$ cat src/verilog/sync_cfg_pkg.sv
// Purpose: Constants for the synchronization-pulse gating and output format block.
// Assumes: Registers are eight bits wide and reached through the serial control port decoder.
// Notes:   Gate codes are shared by the global gate and the four sub-block gates.
package sync_cfg_pkg;

  localparam int          ADDR_W = 12;

  // ------------------------------------------------------------------
  // Register offsets
  // ------------------------------------------------------------------
  localparam logic [11:0] GLOBAL_MASK_OFS  = 12'h160;
  localparam logic [11:0] SUBBLOCK_MASK_OFS = 12'h161;
  localparam logic [11:0] GAIN_FORMAT_OFS  = 12'h162;
  localparam logic [11:0] DEC_SOURCE_OFS   = 12'h163;

  // ------------------------------------------------------------------
  // Reset values
  // ------------------------------------------------------------------
  localparam logic [7:0]  GLOBAL_MASK_RST   = 8'h00;
  localparam logic [7:0]  SUBBLOCK_MASK_RST = 8'h00;
  localparam logic [7:0]  GAIN_FORMAT_RST   = 8'h00;
  localparam logic [7:0]  DEC_SOURCE_RST    = 8'h00;

  // ------------------------------------------------------------------
  // Field positions
  // ------------------------------------------------------------------
  localparam int          GLOBAL_GATE_LSB   = 0;
  localparam int          SW_PULSE_BIT      = 2;
  localparam int          TIMER_GATE_LSB    = 0;
  localparam int          OSC_GATE_LSB      = 2;
  localparam int          DEC_GATE_LSB      = 4;
  localparam int          SERIAL_GATE_LSB   = 6;
  localparam int          FORMAT_BIT        = 0;
  localparam int          WIDTH_BIT         = 1;
  localparam int          QUAD_BIT          = 2;
  localparam int          GAIN_FORCE_LSB    = 3;
  localparam int          STAMP_LSB         = 6;
  localparam int          DEC_SRC_W         = 2;

  // ------------------------------------------------------------------
  // Encodings
  // ------------------------------------------------------------------
  typedef enum logic [1:0] {
    GATE_PASS_ALL   = 2'b00,
    GATE_FIRST_ONLY = 2'b01,
    GATE_BLOCK_ALL  = 2'b10,
    GATE_GENERATE   = 2'b11
  } gate_mode_t;

  localparam logic [1:0]  GAIN_FORCE_UNITY  = 2'h2;
  localparam logic [1:0]  GAIN_FORCE_6DB    = 2'h3;
  localparam logic [1:0]  STAMP_ON          = 2'h3;
  localparam logic [1:0]  SRC_CODE_EVEN     = 2'h0;
  localparam logic [1:0]  SRC_CODE_ODD      = 2'h1;

  localparam int          SAMPLE_W          = 16;
  localparam int          NUM_DEC           = 4;
  localparam int          NUM_GATES         = 5;

endpackage

$ cat src/verilog/sync_mask_cfg.sv
// Purpose: Gates and distributes the synchronization pulse and holds the output format settings.
// Assumes: The serial control port decoder presents byte writes and reads on the reg_* port.
// Notes:   Sub-block gates act on the global gate output, one cycle behind it.
`timescale 1ns/100ps

module sync_mask_cfg (
  input  wire logic                               clk_sys,
  input  wire logic                               sys_rst,
  input  wire logic [sync_cfg_pkg::ADDR_W-1:0]    reg_addr,
  input  wire logic [7:0]                         reg_wdata,
  input  wire logic                               reg_write,
  output logic      [7:0]                         reg_rdata,
  input  wire logic                               sync_pin,
  input  wire logic                               overrange_in_lsb,
  input  wire logic [sync_cfg_pkg::SAMPLE_W-1:0]  sample_in,
  output logic      [sync_cfg_pkg::SAMPLE_W-1:0]  sample_out,
  output logic                                    serial_out_pulse,
  output logic                                    decimator_pulse,
  output logic                                    oscillator_pulse,
  output logic                                    timer_pulse,
  output logic                                    gain_6db_apply,
  output logic                                    quadrature_decimate_enable,
  output logic                                    word_width_select,
  output logic                                    offset_binary,
  output logic      [sync_cfg_pkg::NUM_DEC-1:0]   decimator_connected
);

  // ------------------------------------------------------------------
  // Register bank
  // ------------------------------------------------------------------
  logic [7:0] global_sync_pulse_mask;
  logic [7:0] subblock_sync_pulse_masks;
  logic [7:0] output_gain_format_control;
  logic [7:0] decimator_source_select;
  logic [7:0] next_rdata;

  wire hit_global = reg_addr == sync_cfg_pkg::GLOBAL_MASK_OFS;
  wire hit_sub    = reg_addr == sync_cfg_pkg::SUBBLOCK_MASK_OFS;
  wire hit_gain   = reg_addr == sync_cfg_pkg::GAIN_FORMAT_OFS;
  wire hit_src    = reg_addr == sync_cfg_pkg::DEC_SOURCE_OFS;

  // Reserved bits are stored as written; software keeps them zero, so no masking is spent here.
  always_ff @(posedge clk_sys or posedge sys_rst) begin
    if (sys_rst) begin
      global_sync_pulse_mask     <= sync_cfg_pkg::GLOBAL_MASK_RST;
      subblock_sync_pulse_masks  <= sync_cfg_pkg::SUBBLOCK_MASK_RST;
      output_gain_format_control <= sync_cfg_pkg::GAIN_FORMAT_RST;
      decimator_source_select    <= sync_cfg_pkg::DEC_SOURCE_RST;
    end else if (reg_write) begin
      if (hit_global) global_sync_pulse_mask <= reg_wdata;
      if (hit_sub) subblock_sync_pulse_masks <= reg_wdata;
      if (hit_gain) output_gain_format_control <= reg_wdata;
      if (hit_src) decimator_source_select <= reg_wdata;
    end
  end

  assign next_rdata = hit_global ? global_sync_pulse_mask :
                      hit_sub    ? subblock_sync_pulse_masks :
                      hit_gain   ? output_gain_format_control :
                      hit_src    ? decimator_source_select : 8'h00;

  always_ff @(posedge clk_sys or posedge sys_rst) begin
    if (sys_rst) reg_rdata <= 8'h00;
    else reg_rdata <= next_rdata;
  end

  // ------------------------------------------------------------------
  // Pin synchroniser and edge detect
  // ------------------------------------------------------------------
  logic sync_meta;
  logic sync_level;
  logic sync_level_d;

  always_ff @(posedge clk_sys or posedge sys_rst) begin
    if (sys_rst) begin
      sync_meta    <= 1'b0;
      sync_level   <= 1'b0;
      sync_level_d <= 1'b0;
    end else begin
      sync_meta    <= sync_pin;
      sync_level   <= sync_meta;
      sync_level_d <= sync_level;
    end
  end

  wire sync_edge = sync_level & ~sync_level_d;

  // ------------------------------------------------------------------
  // Pulse gates: index 4 is global, 0..3 are timer, oscillator, decimator, serial
  // ------------------------------------------------------------------
  logic [sync_cfg_pkg::NUM_GATES-1:0] gate_out;
  wire  [9:0]                         gate_fields = {global_sync_pulse_mask[1:0], subblock_sync_pulse_masks};

  genvar g;
  generate
    for (g = 0; g < sync_cfg_pkg::NUM_GATES; g = g + 1) begin : gen_gate
      logic [1:0] prev_mode;
      logic       seen;
      logic       out_q;
      wire  [1:0] mode     = gate_fields[2*g+1:2*g];
      wire        in_pulse = (g == sync_cfg_pkg::NUM_GATES - 1) ? sync_edge : gate_out[sync_cfg_pkg::NUM_GATES-1];
      wire        gen_now  = (mode == sync_cfg_pkg::GATE_GENERATE) &&
                             (prev_mode != sync_cfg_pkg::GATE_GENERATE);
      wire        passed   = in_pulse && ((mode == sync_cfg_pkg::GATE_PASS_ALL) ||
                             ((mode == sync_cfg_pkg::GATE_FIRST_ONLY) && !seen));

      // Leaving first-only mode rearms it, so software can take one more pulse by rewriting 01.
      always_ff @(posedge clk_sys or posedge sys_rst) begin
        if (sys_rst) begin
          prev_mode <= sync_cfg_pkg::GATE_PASS_ALL;
          seen      <= 1'b0;
          out_q     <= 1'b0;
        end else begin
          prev_mode <= mode;
          seen      <= (mode == sync_cfg_pkg::GATE_FIRST_ONLY) && (seen || in_pulse);
          out_q     <= passed || gen_now;
        end
      end

      // Each gate keeps its own flop, so every bit of the gate vector has one process behind it.
      assign gate_out[g] = out_q;
    end
  endgenerate

  assign timer_pulse      = gate_out[0];
  assign oscillator_pulse = gate_out[1];
  assign decimator_pulse  = gate_out[2];
  assign serial_out_pulse = gate_out[3];

  // ------------------------------------------------------------------
  // Gain and format control
  // ------------------------------------------------------------------
  wire [1:0] gain_force = output_gain_format_control[sync_cfg_pkg::GAIN_FORCE_LSB +: 2];
  wire [1:0] stamp_sel  = output_gain_format_control[sync_cfg_pkg::STAMP_LSB +: 2];
  wire       quad_bit   = output_gain_format_control[sync_cfg_pkg::QUAD_BIT];
  wire       next_gain  = (gain_force == sync_cfg_pkg::GAIN_FORCE_6DB) ? 1'b1 :
                          (gain_force == sync_cfg_pkg::GAIN_FORCE_UNITY) ? 1'b0 :
                          quad_bit;

  always_ff @(posedge clk_sys or posedge sys_rst) begin
    if (sys_rst) begin
      gain_6db_apply             <= 1'b0;
      quadrature_decimate_enable <= 1'b0;
      word_width_select          <= 1'b0;
      offset_binary              <= 1'b0;
    end else begin
      gain_6db_apply             <= next_gain;
      quadrature_decimate_enable <= quad_bit;
      word_width_select          <= output_gain_format_control[sync_cfg_pkg::WIDTH_BIT];
      offset_binary              <= output_gain_format_control[sync_cfg_pkg::FORMAT_BIT];
    end
  end

  // ------------------------------------------------------------------
  // Output sample coding and LSB stamp
  // ------------------------------------------------------------------
  wire                              fmt_ob     = output_gain_format_control[sync_cfg_pkg::FORMAT_BIT];
  wire [sync_cfg_pkg::SAMPLE_W-1:0] coded      = fmt_ob ? {~sample_in[sync_cfg_pkg::SAMPLE_W-1],
                                                           sample_in[sync_cfg_pkg::SAMPLE_W-2:0]} : sample_in;
  wire                              stamp_on   = (stamp_sel == sync_cfg_pkg::STAMP_ON) && !overrange_in_lsb;
  wire [sync_cfg_pkg::SAMPLE_W-1:0] next_sample = {coded[sync_cfg_pkg::SAMPLE_W-1:1],
                                                   stamp_on ? sync_level : coded[0]};

  always_ff @(posedge clk_sys or posedge sys_rst) begin
    if (sys_rst) sample_out <= 16'h0000;
    else sample_out <= next_sample;
  end

  // ------------------------------------------------------------------
  // Decimator source decode
  // ------------------------------------------------------------------
  logic [sync_cfg_pkg::NUM_DEC-1:0] next_conn;

  genvar d;
  generate
    for (d = 0; d < sync_cfg_pkg::NUM_DEC; d = d + 1) begin : gen_src
      wire [1:0] code = decimator_source_select[sync_cfg_pkg::DEC_SRC_W*d +: sync_cfg_pkg::DEC_SRC_W];
      assign next_conn[d] = (code == ((d % 2 == 0) ? sync_cfg_pkg::SRC_CODE_EVEN
                                                   : sync_cfg_pkg::SRC_CODE_ODD));
    end
  endgenerate

  always_ff @(posedge clk_sys or posedge sys_rst) begin
    if (sys_rst) decimator_connected <= 4'h0;
    else decimator_connected <= next_conn;
  end

endmodule

$ cat config.mk
export PLATFORM = sky130hd
export DESIGN_NAME = sync_mask_cfg
export DESIGN_NICKNAME = d
export VERILOG_FILES = /design/src/verilog/sync_cfg_pkg.sv /design/src/verilog/sync_mask_cfg.sv
export SDC_FILE = /design/constraint.sdc
export NUM_CORES = 1
export LEC_CHECK = 0
export ABC_AREA = 1
export ABC_CLOCK_PERIOD_IN_PS = 2800
export BUFFER_PORTS_ARGS = -buffer_cell sky130_fd_sc_hd__buf_2
export CAP_MARGIN = 10
export CORE_MARGIN = 2
export CORE_UTILIZATION = 50
export DETAILED_ROUTE_END_ITERATION = 10
export HOLD_SLACK_MARGIN = 0.05
export PLACE_DENSITY = 0.75
export SETUP_SLACK_MARGIN = 0.5
export SLEW_MARGIN = 20
export SYNTH_ARGS = -nofsm -noshare
export SYNTH_HDL_FRONTEND = slang
export SYNTH_SLANG_ARGS = --single-unit
$ cat constraint.sdc
create_clock -name clk_sys -period 2.8 [get_ports clk_sys]
set_input_delay 0 -clock clk_sys [delete_from_list [all_inputs] [get_ports clk_sys]]
set_output_delay 0 -clock clk_sys [all_outputs]
set_load 0.005 [all_outputs]
# Yosys cells after proc, flatten, opt, wreduce, memory -nomap -nowiden
# Cells that the tools add are included.
dict set report word_totals {
  reg_bits 87
  latchBits 0
  ram_bits 0
  romBits 0
  in_bits 41
  out_inout_bits 36
  n_memories 0
}
dict set report classes {
  addsub 0
  mul 0
  n_div 0
  n_lt_le_gt_ge 0
  eq_ne 24
  shift 0
  muxes 8
  bitwise_logic 3
  reduce_logical 53
}
# cell n
set op_table {}
lappend op_table {{12-bit by 9-bit equality test with 1-bit output, second input constant} 4}
lappend op_table {{8-bit two-way mux} 4}
lappend op_table {{1-bit logical AND} 21}
lappend op_table {{2-bit equality test, second input constant} 8}
lappend op_table {{16-bit two-way mux} 1}
lappend op_table {{1-bit logical OR} 15}
lappend op_table {{2-bit by 1-bit equality test with 1-bit output, second input constant} 7}
lappend op_table {{2-bit logical NOT} 7}
lappend op_table {{2-bit inequality test, second input constant} 5}
lappend op_table {{2-bit AND reduction} 4}
lappend op_table {{1-bit logical NOT} 6}
lappend op_table {{1-bit two-way mux} 3}
lappend op_table {{1-bit inverter} 2}
lappend op_table {{1-bit AND} 1}

# Depth between registers and ports, before layout
dict set report logic_depth {
  ltp_word 5
  depth_mapped 9
}

# Least setup slack after synthesis
# Ideal clock, no wire load.
dict set report synth_path {
  path_type {input to register}
  start {input reg_addr[11] in the netlist's numbering}
  end {register subblock_sync_pulse_masks[1]}
  setup_time_ps 119
  t_arrival_ps 864
  required_ps 2681
  setup_slack_ps 1817
  cell_stages 7
  path_buffers 1
  path_cell_list {nor2_1 nand2_2 nor3_4 nand2_4 buf_6 nand2_2 o21ai_2}
}
dict set report synth_between {
  elab_chain_cells 2
}
# element line
set synth_rtl {}
lappend synth_rtl {{from (decl)} sync_mask_cfg.sv:9} ;# input wire logic [sync_cfg_pkg::ADDR_W-1:0] reg_addr,
lappend synth_rtl {{12-bit by 9-bit equality test with 1-bit output} sync_mask_cfg.sv:38} ;# wire hit_sub = reg_addr == sync_cfg_pkg::SUBBLOCK_MASK_OFS;
lappend synth_rtl {{2-bit AND reduction (no source line)} --}
lappend synth_rtl {{to (signal assigned)} sync_mask_cfg.sv:46} ;# subblock_sync_pulse_masks <= sync_cfg_pkg::SUBBLOCK_MASK_RST;
lappend synth_rtl {{to (signal assigned)} sync_mask_cfg.sv:51} ;# if (hit_sub) subblock_sync_pulse_masks <= reg_wdata;
lappend synth_rtl {{to (decl)} sync_mask_cfg.sv:32} ;# logic [7:0] subblock_sync_pulse_masks;
# No other way between the ends.
# A chain may end at the register's enable or synchronous reset.

# Worst setup path in the final report
dict set report layout_path {
  start {register output_gain_format_control[6]}
  end {register sample_out[0] in the netlist's numbering}
}
dict set report layout_between {
  elab_chain_cells 3
}
# element line
set layout_rtl {}
lappend layout_rtl {{from (decl)} sync_mask_cfg.sv:33} ;# logic [7:0] output_gain_format_control;
lappend layout_rtl {{from (signal assigned)} sync_mask_cfg.sv:47} ;# output_gain_format_control <= sync_cfg_pkg::GAIN_FORMAT_RST;
lappend layout_rtl {{from (signal assigned)} sync_mask_cfg.sv:52} ;# if (hit_gain) output_gain_format_control <= reg_wdata;
lappend layout_rtl {{2-bit equality test} sync_mask_cfg.sv:160} ;# wire stamp_on = (stamp_sel == sync_cfg_pkg::STAMP_ON) && !overrange_in_lsb;
lappend layout_rtl {{1-bit logical AND} sync_mask_cfg.sv:160}
lappend layout_rtl {{1-bit two-way mux} sync_mask_cfg.sv:162} ;# stamp_on ? sync_level : coded[0]};
lappend layout_rtl {{via next_sample (one bit)} sync_mask_cfg.sv:161} ;# wire [sync_cfg_pkg::SAMPLE_W-1:0] next_sample = {coded[sync_cfg_pkg::SAMPLE_W-1:1],
lappend layout_rtl {{to (signal assigned)} sync_mask_cfg.sv:166} ;# else sample_out <= next_sample;
lappend layout_rtl {{to (decl)} sync_mask_cfg.sv:16} ;# output logic [sync_cfg_pkg::SAMPLE_W-1:0] sample_out,
# The timed path passes the listed nets, and every way through them passes these cells.

==> reports/qor_table.md <==
| Stage | Quantity | Reported |
|---|---|---|
| status | Outcome | finished clean |
| global route | Pin count of the biggest net entering global routing | 64 |
| global route | Global-route wire length before repair | 11,790 um |
| die | IO Pins | 77 |
| timing | Fin Setup TNS | 0 ns |
| yosys | Area contributors post-synth | sky130_fd_sc_hd__dfrtp_1 65%, sky130_fd_sc_hd__nand2_1 7.1%, sky130_fd_sc_hd__o21ai_2 4.2% |
| yosys | Sequential-to-total area share from yosys stat | 64.59% |
| die | Starting utilization of the core area | 52.48% |
| drt | First-pass iteration count of the detailed router | 4 |
| global route | Total Routing Usage GR | 21.41% |
| power | Total power density per cell area | 520.4 mW/mm2 |
| worst setup path | Endpoint required time on the critical path | 3.04 ns |
| timing | Maximum frequency from static timing analysis | 531.3 MHz |
| place | Count of buffers from port buffering | 76 |
| yosys | Top cell type's share of synthesized area | 64.59% |
| global route | Antenna violations before repair | 0 |
| timing | Rel. slew slack | 50.07% |
| clocking | Clock Sinks | 87 |
| die | Horiz. Die Dim | 86.11 um |
| die | Overall die height | 86.11 um |
| place | Post-detail-place hpwl | 5040 um |
| worst setup path | Crit path DAT | 2.12 ns |
| clocking | Number of CTS-inserted buffers | 9 |
| timing | Period utilisation layout | 67.22% |
| worst setup path | Buffers plus inverters on the worst setup path | 2 |
| yosys | Post-synthesis cell area | 0.003371 mm2 |
| worst setup path | Cell family with most CP delay | buffers and inverters |
| place | Minimum setup slack after placement | 1.553 ns |
| hold path | Worst hold path class | in2reg |
| worst setup path | Critical path endpoint category | register |
| clocking | Clock tree from TritonCTS | done |
| timing | Hold violation count in the final report | 0 |
| drt | Total Routed Length | 7366 um |
| timing | Actual transition at the worst max-transition pin | 0.7490 ns |
| worst setup path | Cell-by-cell trace of the critical path | nand3b_1, nand2_1, dlygate4sd3_1, o21ai_0, dlygate4sd3_1 |
| yosys | Number of distinct library cells after synthesis | 26 |
| clocking | Clock latency of the later-clocked register in the worst-skew pair | 0.36 ns |
| drt | Iteration-0 DRC Markers | 191 |
| yosys | Synth Instances | 298 |
| die | Area of the core | 0.006422 mm2 |
| die | Die footprint | 0.007414 mm2 |
| place | # placed instances | 448 |
| drt | Wirelength per Cell | 14.97 um |
| drt | Via count of the routed design | 2,534 |
| clocking | Buffer type at the clock tree root | sky130_fd_sc_hd__clkbuf_8 |
| global route | Overall overflow remaining after global route | 0 |
| final layout | Number of diodes | 0 |
| worst setup path | Type of the worst setup path | reg2reg |
| clocking | Clock transition time at the flip-flop clock pins of the worst setup and hold paths | 0.08 ns |
| job | Number of violations of the max-capacitance limit | 0 |
| timing | Final critical-path setup slack | 0.9178 ns |
| final layout | Fraction of layout instances using a drive strength above 1 | 32.77% |
| timing | Final number of max-transition violations | 0 |
| place | GP Congestion | 0.8760 |
| global route | Vias in the first global route | 2,494 |
| final layout | Share of the core filled with cells | 66.59% |
| yosys | Number of nets in the synthesized netlist | 339 |
| power | Leakage power of the design | 2.226 nW |
| drt | Number of nets with antenna violations after detailed routing | 0 |
| yosys | Top cell type by total area after synthesis | sky130_fd_sc_hd__dfrtp_1 |
| final layout | Cell Count, Final, Fillers Out | 492 |
| worst setup path | Max FO, Critical Path | 3 |
| worst setup path | Delay contributed by the slowest stage of the critical path | 0.57 ns |
| worst setup path | CP startpoint kind | register |
| worst setup path | Max stage delay cell, worst path | sky130_fd_sc_hd__dlygate4sd3_1 |
| drt | Via density per instance | 5.150 |
| timing | Final critical-path required period | 1.882 ns |
| yosys | Post-Synthesis Mean Instance Area | 11.31 um2 |
| die | Row count | 29 |
| yosys | Synth Register Bits | 87 |
| clocking | Maximum number of buffers from clock root to sink | 2 |
| final layout | Area delta synth->final | 26.87% |
| yosys | Total number of yosys warnings | 0 |
| clocking | H-tree depth reported by CTS | 3 |
| timing | Final clock skew | 0.008098 ns |
| worst setup path | Top cell by count, worst path | sky130_fd_sc_hd__dlygate4sd3_1 |
| power | Worst voltage drop across the vdd grid | 284.5 uV |
| final layout | Final Net Count | 451 |
| timing | Number of setup violations in the final report | 0 |
| drt | DRC violations left | 0 |
| timing | RSZ-0062 raised after global routing | false |
[final timing paths]
| check | startpoint | end | slack, ns | depth (start not counted) |
|---|---|---|---|---|
| max | output_gain_format_control[6] | sample_out[0] | 0.92 | 5 |
| min | reg_addr[1] | reg_rdata[7] | 0.09 | 5 |
| max reg2reg | output_gain_format_control[6] | sample_out[0] | 0.92 | 5 |
| min reg2reg | sync_meta | sync_level | 0.35 | 0 |
| max in group asynchronous | sys_rst | sample_out[11] | 1.77 | 4 |
| min in group asynchronous | sys_rst | sample_out[12] | 0.32 | 3 |
[power by group]
| group | internal [mW] | total (mW) | switching [mW] |
|---|---|---|---|
| logic | 0.0682 | 0.151 | 0.0828 |
| registers | 1.28 | 1.28 | 0.00839 |
| clock network | 0.367 | 0.790 | 0.423 |
[stage by stage]
stage	total power, mW	hold WS [ns]	cell area, um2
3_5_place_dp	1.431	0.1094	3811
2_1_floorplan	1.366	0.03143	3371
3_3_place_gp	1.427	0.1079	3811
6_report	2.225	0.08631	4277
4_1_cts	2.249	0.07177	4275
5_1_grt	2.316	0.09949	4277
[registers in the layout, indices dropped and copies added, names as in the netlist, 4 cells and up]
| name | flops |
|---|---|
| sample_out | 16 |
| gen_gate.prev_mode | 10 |
| decimator_source_select | 8 |
| global_sync_pulse_mask | 8 |
| output_gain_format_control | 8 |
| reg_rdata | 8 |
| subblock_sync_pulse_masks | 8 |
| gen_gate.seen | 5 |
| decimator_connected | 4 |
[tightest hold or removal path: stages]
cell and delay [ns]:
sky130_fd_sc_hd__buf_2 0.14, sky130_fd_sc_hd__nor2_4 0.07, sky130_fd_sc_hd__o211ai_1 0.09, sky130_fd_sc_hd__nand2_1 0.06, sky130_fd_sc_hd__nand2_1 0.05
[cell usage in the layout, fill, tap and decap left out, types with 11 or more instances in the layout]
cell,n
sky130_fd_sc_hd__clkbuf_8,11
sky130_fd_sc_hd__nand2_1,64
sky130_fd_sc_hd__nor2_1,14
sky130_fd_sc_hd__inv_1,21
sky130_fd_sc_hd__dlygate4sd3_1,28
sky130_fd_sc_hd__dfrtp_1,87
sky130_fd_sc_hd__buf_2,76
sky130_fd_sc_hd__o21ai_0,13
sky130_fd_sc_hd__o21ai_2,16
sky130_fd_sc_hd__nand3_1,19
[cell families (layout without fill, tap and decap cells)]
| logic type | Yosys count | after routing | share of synthesized area, % |
|---|---|---|---|
| AND/OR/NAND/NOR | 128 | 128 | 20.08 |
| flip-flops | 87 | 87 | 64.59 |
| AO/OA/AOI/OAI | 51 | 51 | 10.39 |
| buffers and inverters | 30 | 147 | 4.343 |
| XOR/XNOR | 1 | 1 | 0.2599 |
| multiplexers | 1 | 1 | 0.3341 |
[synthesized netlist by cell type]
| library cell | instances |
|---|---|
| sky130_fd_sc_hd__o21ai_1 | 8 |
| sky130_fd_sc_hd__nor2_8 | 1 |
| sky130_fd_sc_hd__nand2_2 | 7 |
| sky130_fd_sc_hd__nand3_4 | 1 |
| sky130_fd_sc_hd__inv_1 | 22 |
| sky130_fd_sc_hd__nor3_4 | 3 |
| sky130_fd_sc_hd__buf_6 | 4 |
| sky130_fd_sc_hd__nor3_1 | 1 |
| sky130_fd_sc_hd__nor2_2 | 1 |
| sky130_fd_sc_hd__nor2_4 | 4 |
| sky130_fd_sc_hd__o21ai_2 | 16 |
| sky130_fd_sc_hd__nand3b_1 | 1 |
| sky130_fd_sc_hd__nor2_1 | 14 |
| sky130_fd_sc_hd__inv_2 | 3 |
| sky130_fd_sc_hd__o211ai_1 | 4 |
| sky130_fd_sc_hd__dfrtp_1 | 87 |
| sky130_fd_sc_hd__nand4_1 | 8 |
| sky130_fd_sc_hd__a32o_1 | 5 |
| sky130_fd_sc_hd__nand2_1 | 64 |
| sky130_fd_sc_hd__buf_4 | 1 |
| sky130_fd_sc_hd__nand2_4 | 4 |
| sky130_fd_sc_hd__nand3_1 | 19 |
| sky130_fd_sc_hd__mux2_2 | 1 |
| sky130_fd_sc_hd__a21oi_1 | 5 |
| sky130_fd_sc_hd__xor2_1 | 1 |
| sky130_fd_sc_hd__o21ai_0 | 13 |
[cell type report]
class / instances / area [um2]
Tap cell: 77 / 96.34
Multi-Input combinational cell: 181 / 1047
Clock inverter: 5 / 32.53
Sequential cell: 87 / 2177
Clock buffer: 11 / 151.4
Fill cell: 519 / 2146
Inverter: 25 / 96.34
Timing Repair Buffer: 106 / 675.6
[layer usage]
layer | part of all wire, % | track usage (%) | vias to the layer above
li1 | - | - | 1213
met2 | 51 | 35.94 | 90
met3 | 6.0 | 3.465 | 17
met1 | 40 | 26.26 | 1214
met5 | 0 | 0 | -
met4 | 2.7 | 12.12 | 0
[repair_timing]
| action | 4_1_cts | 5_1_grt |
|---|---|---|
| buffers inserted | 0 | 0 |
| hold endpoints to repair | 110 | 0 |
| setup endpoints to repair | 0 | 0 |
| resized for setup | 0 | 0 |
| hold buffers | 28 | 0 |
Power figures use the tool's default switching activity.
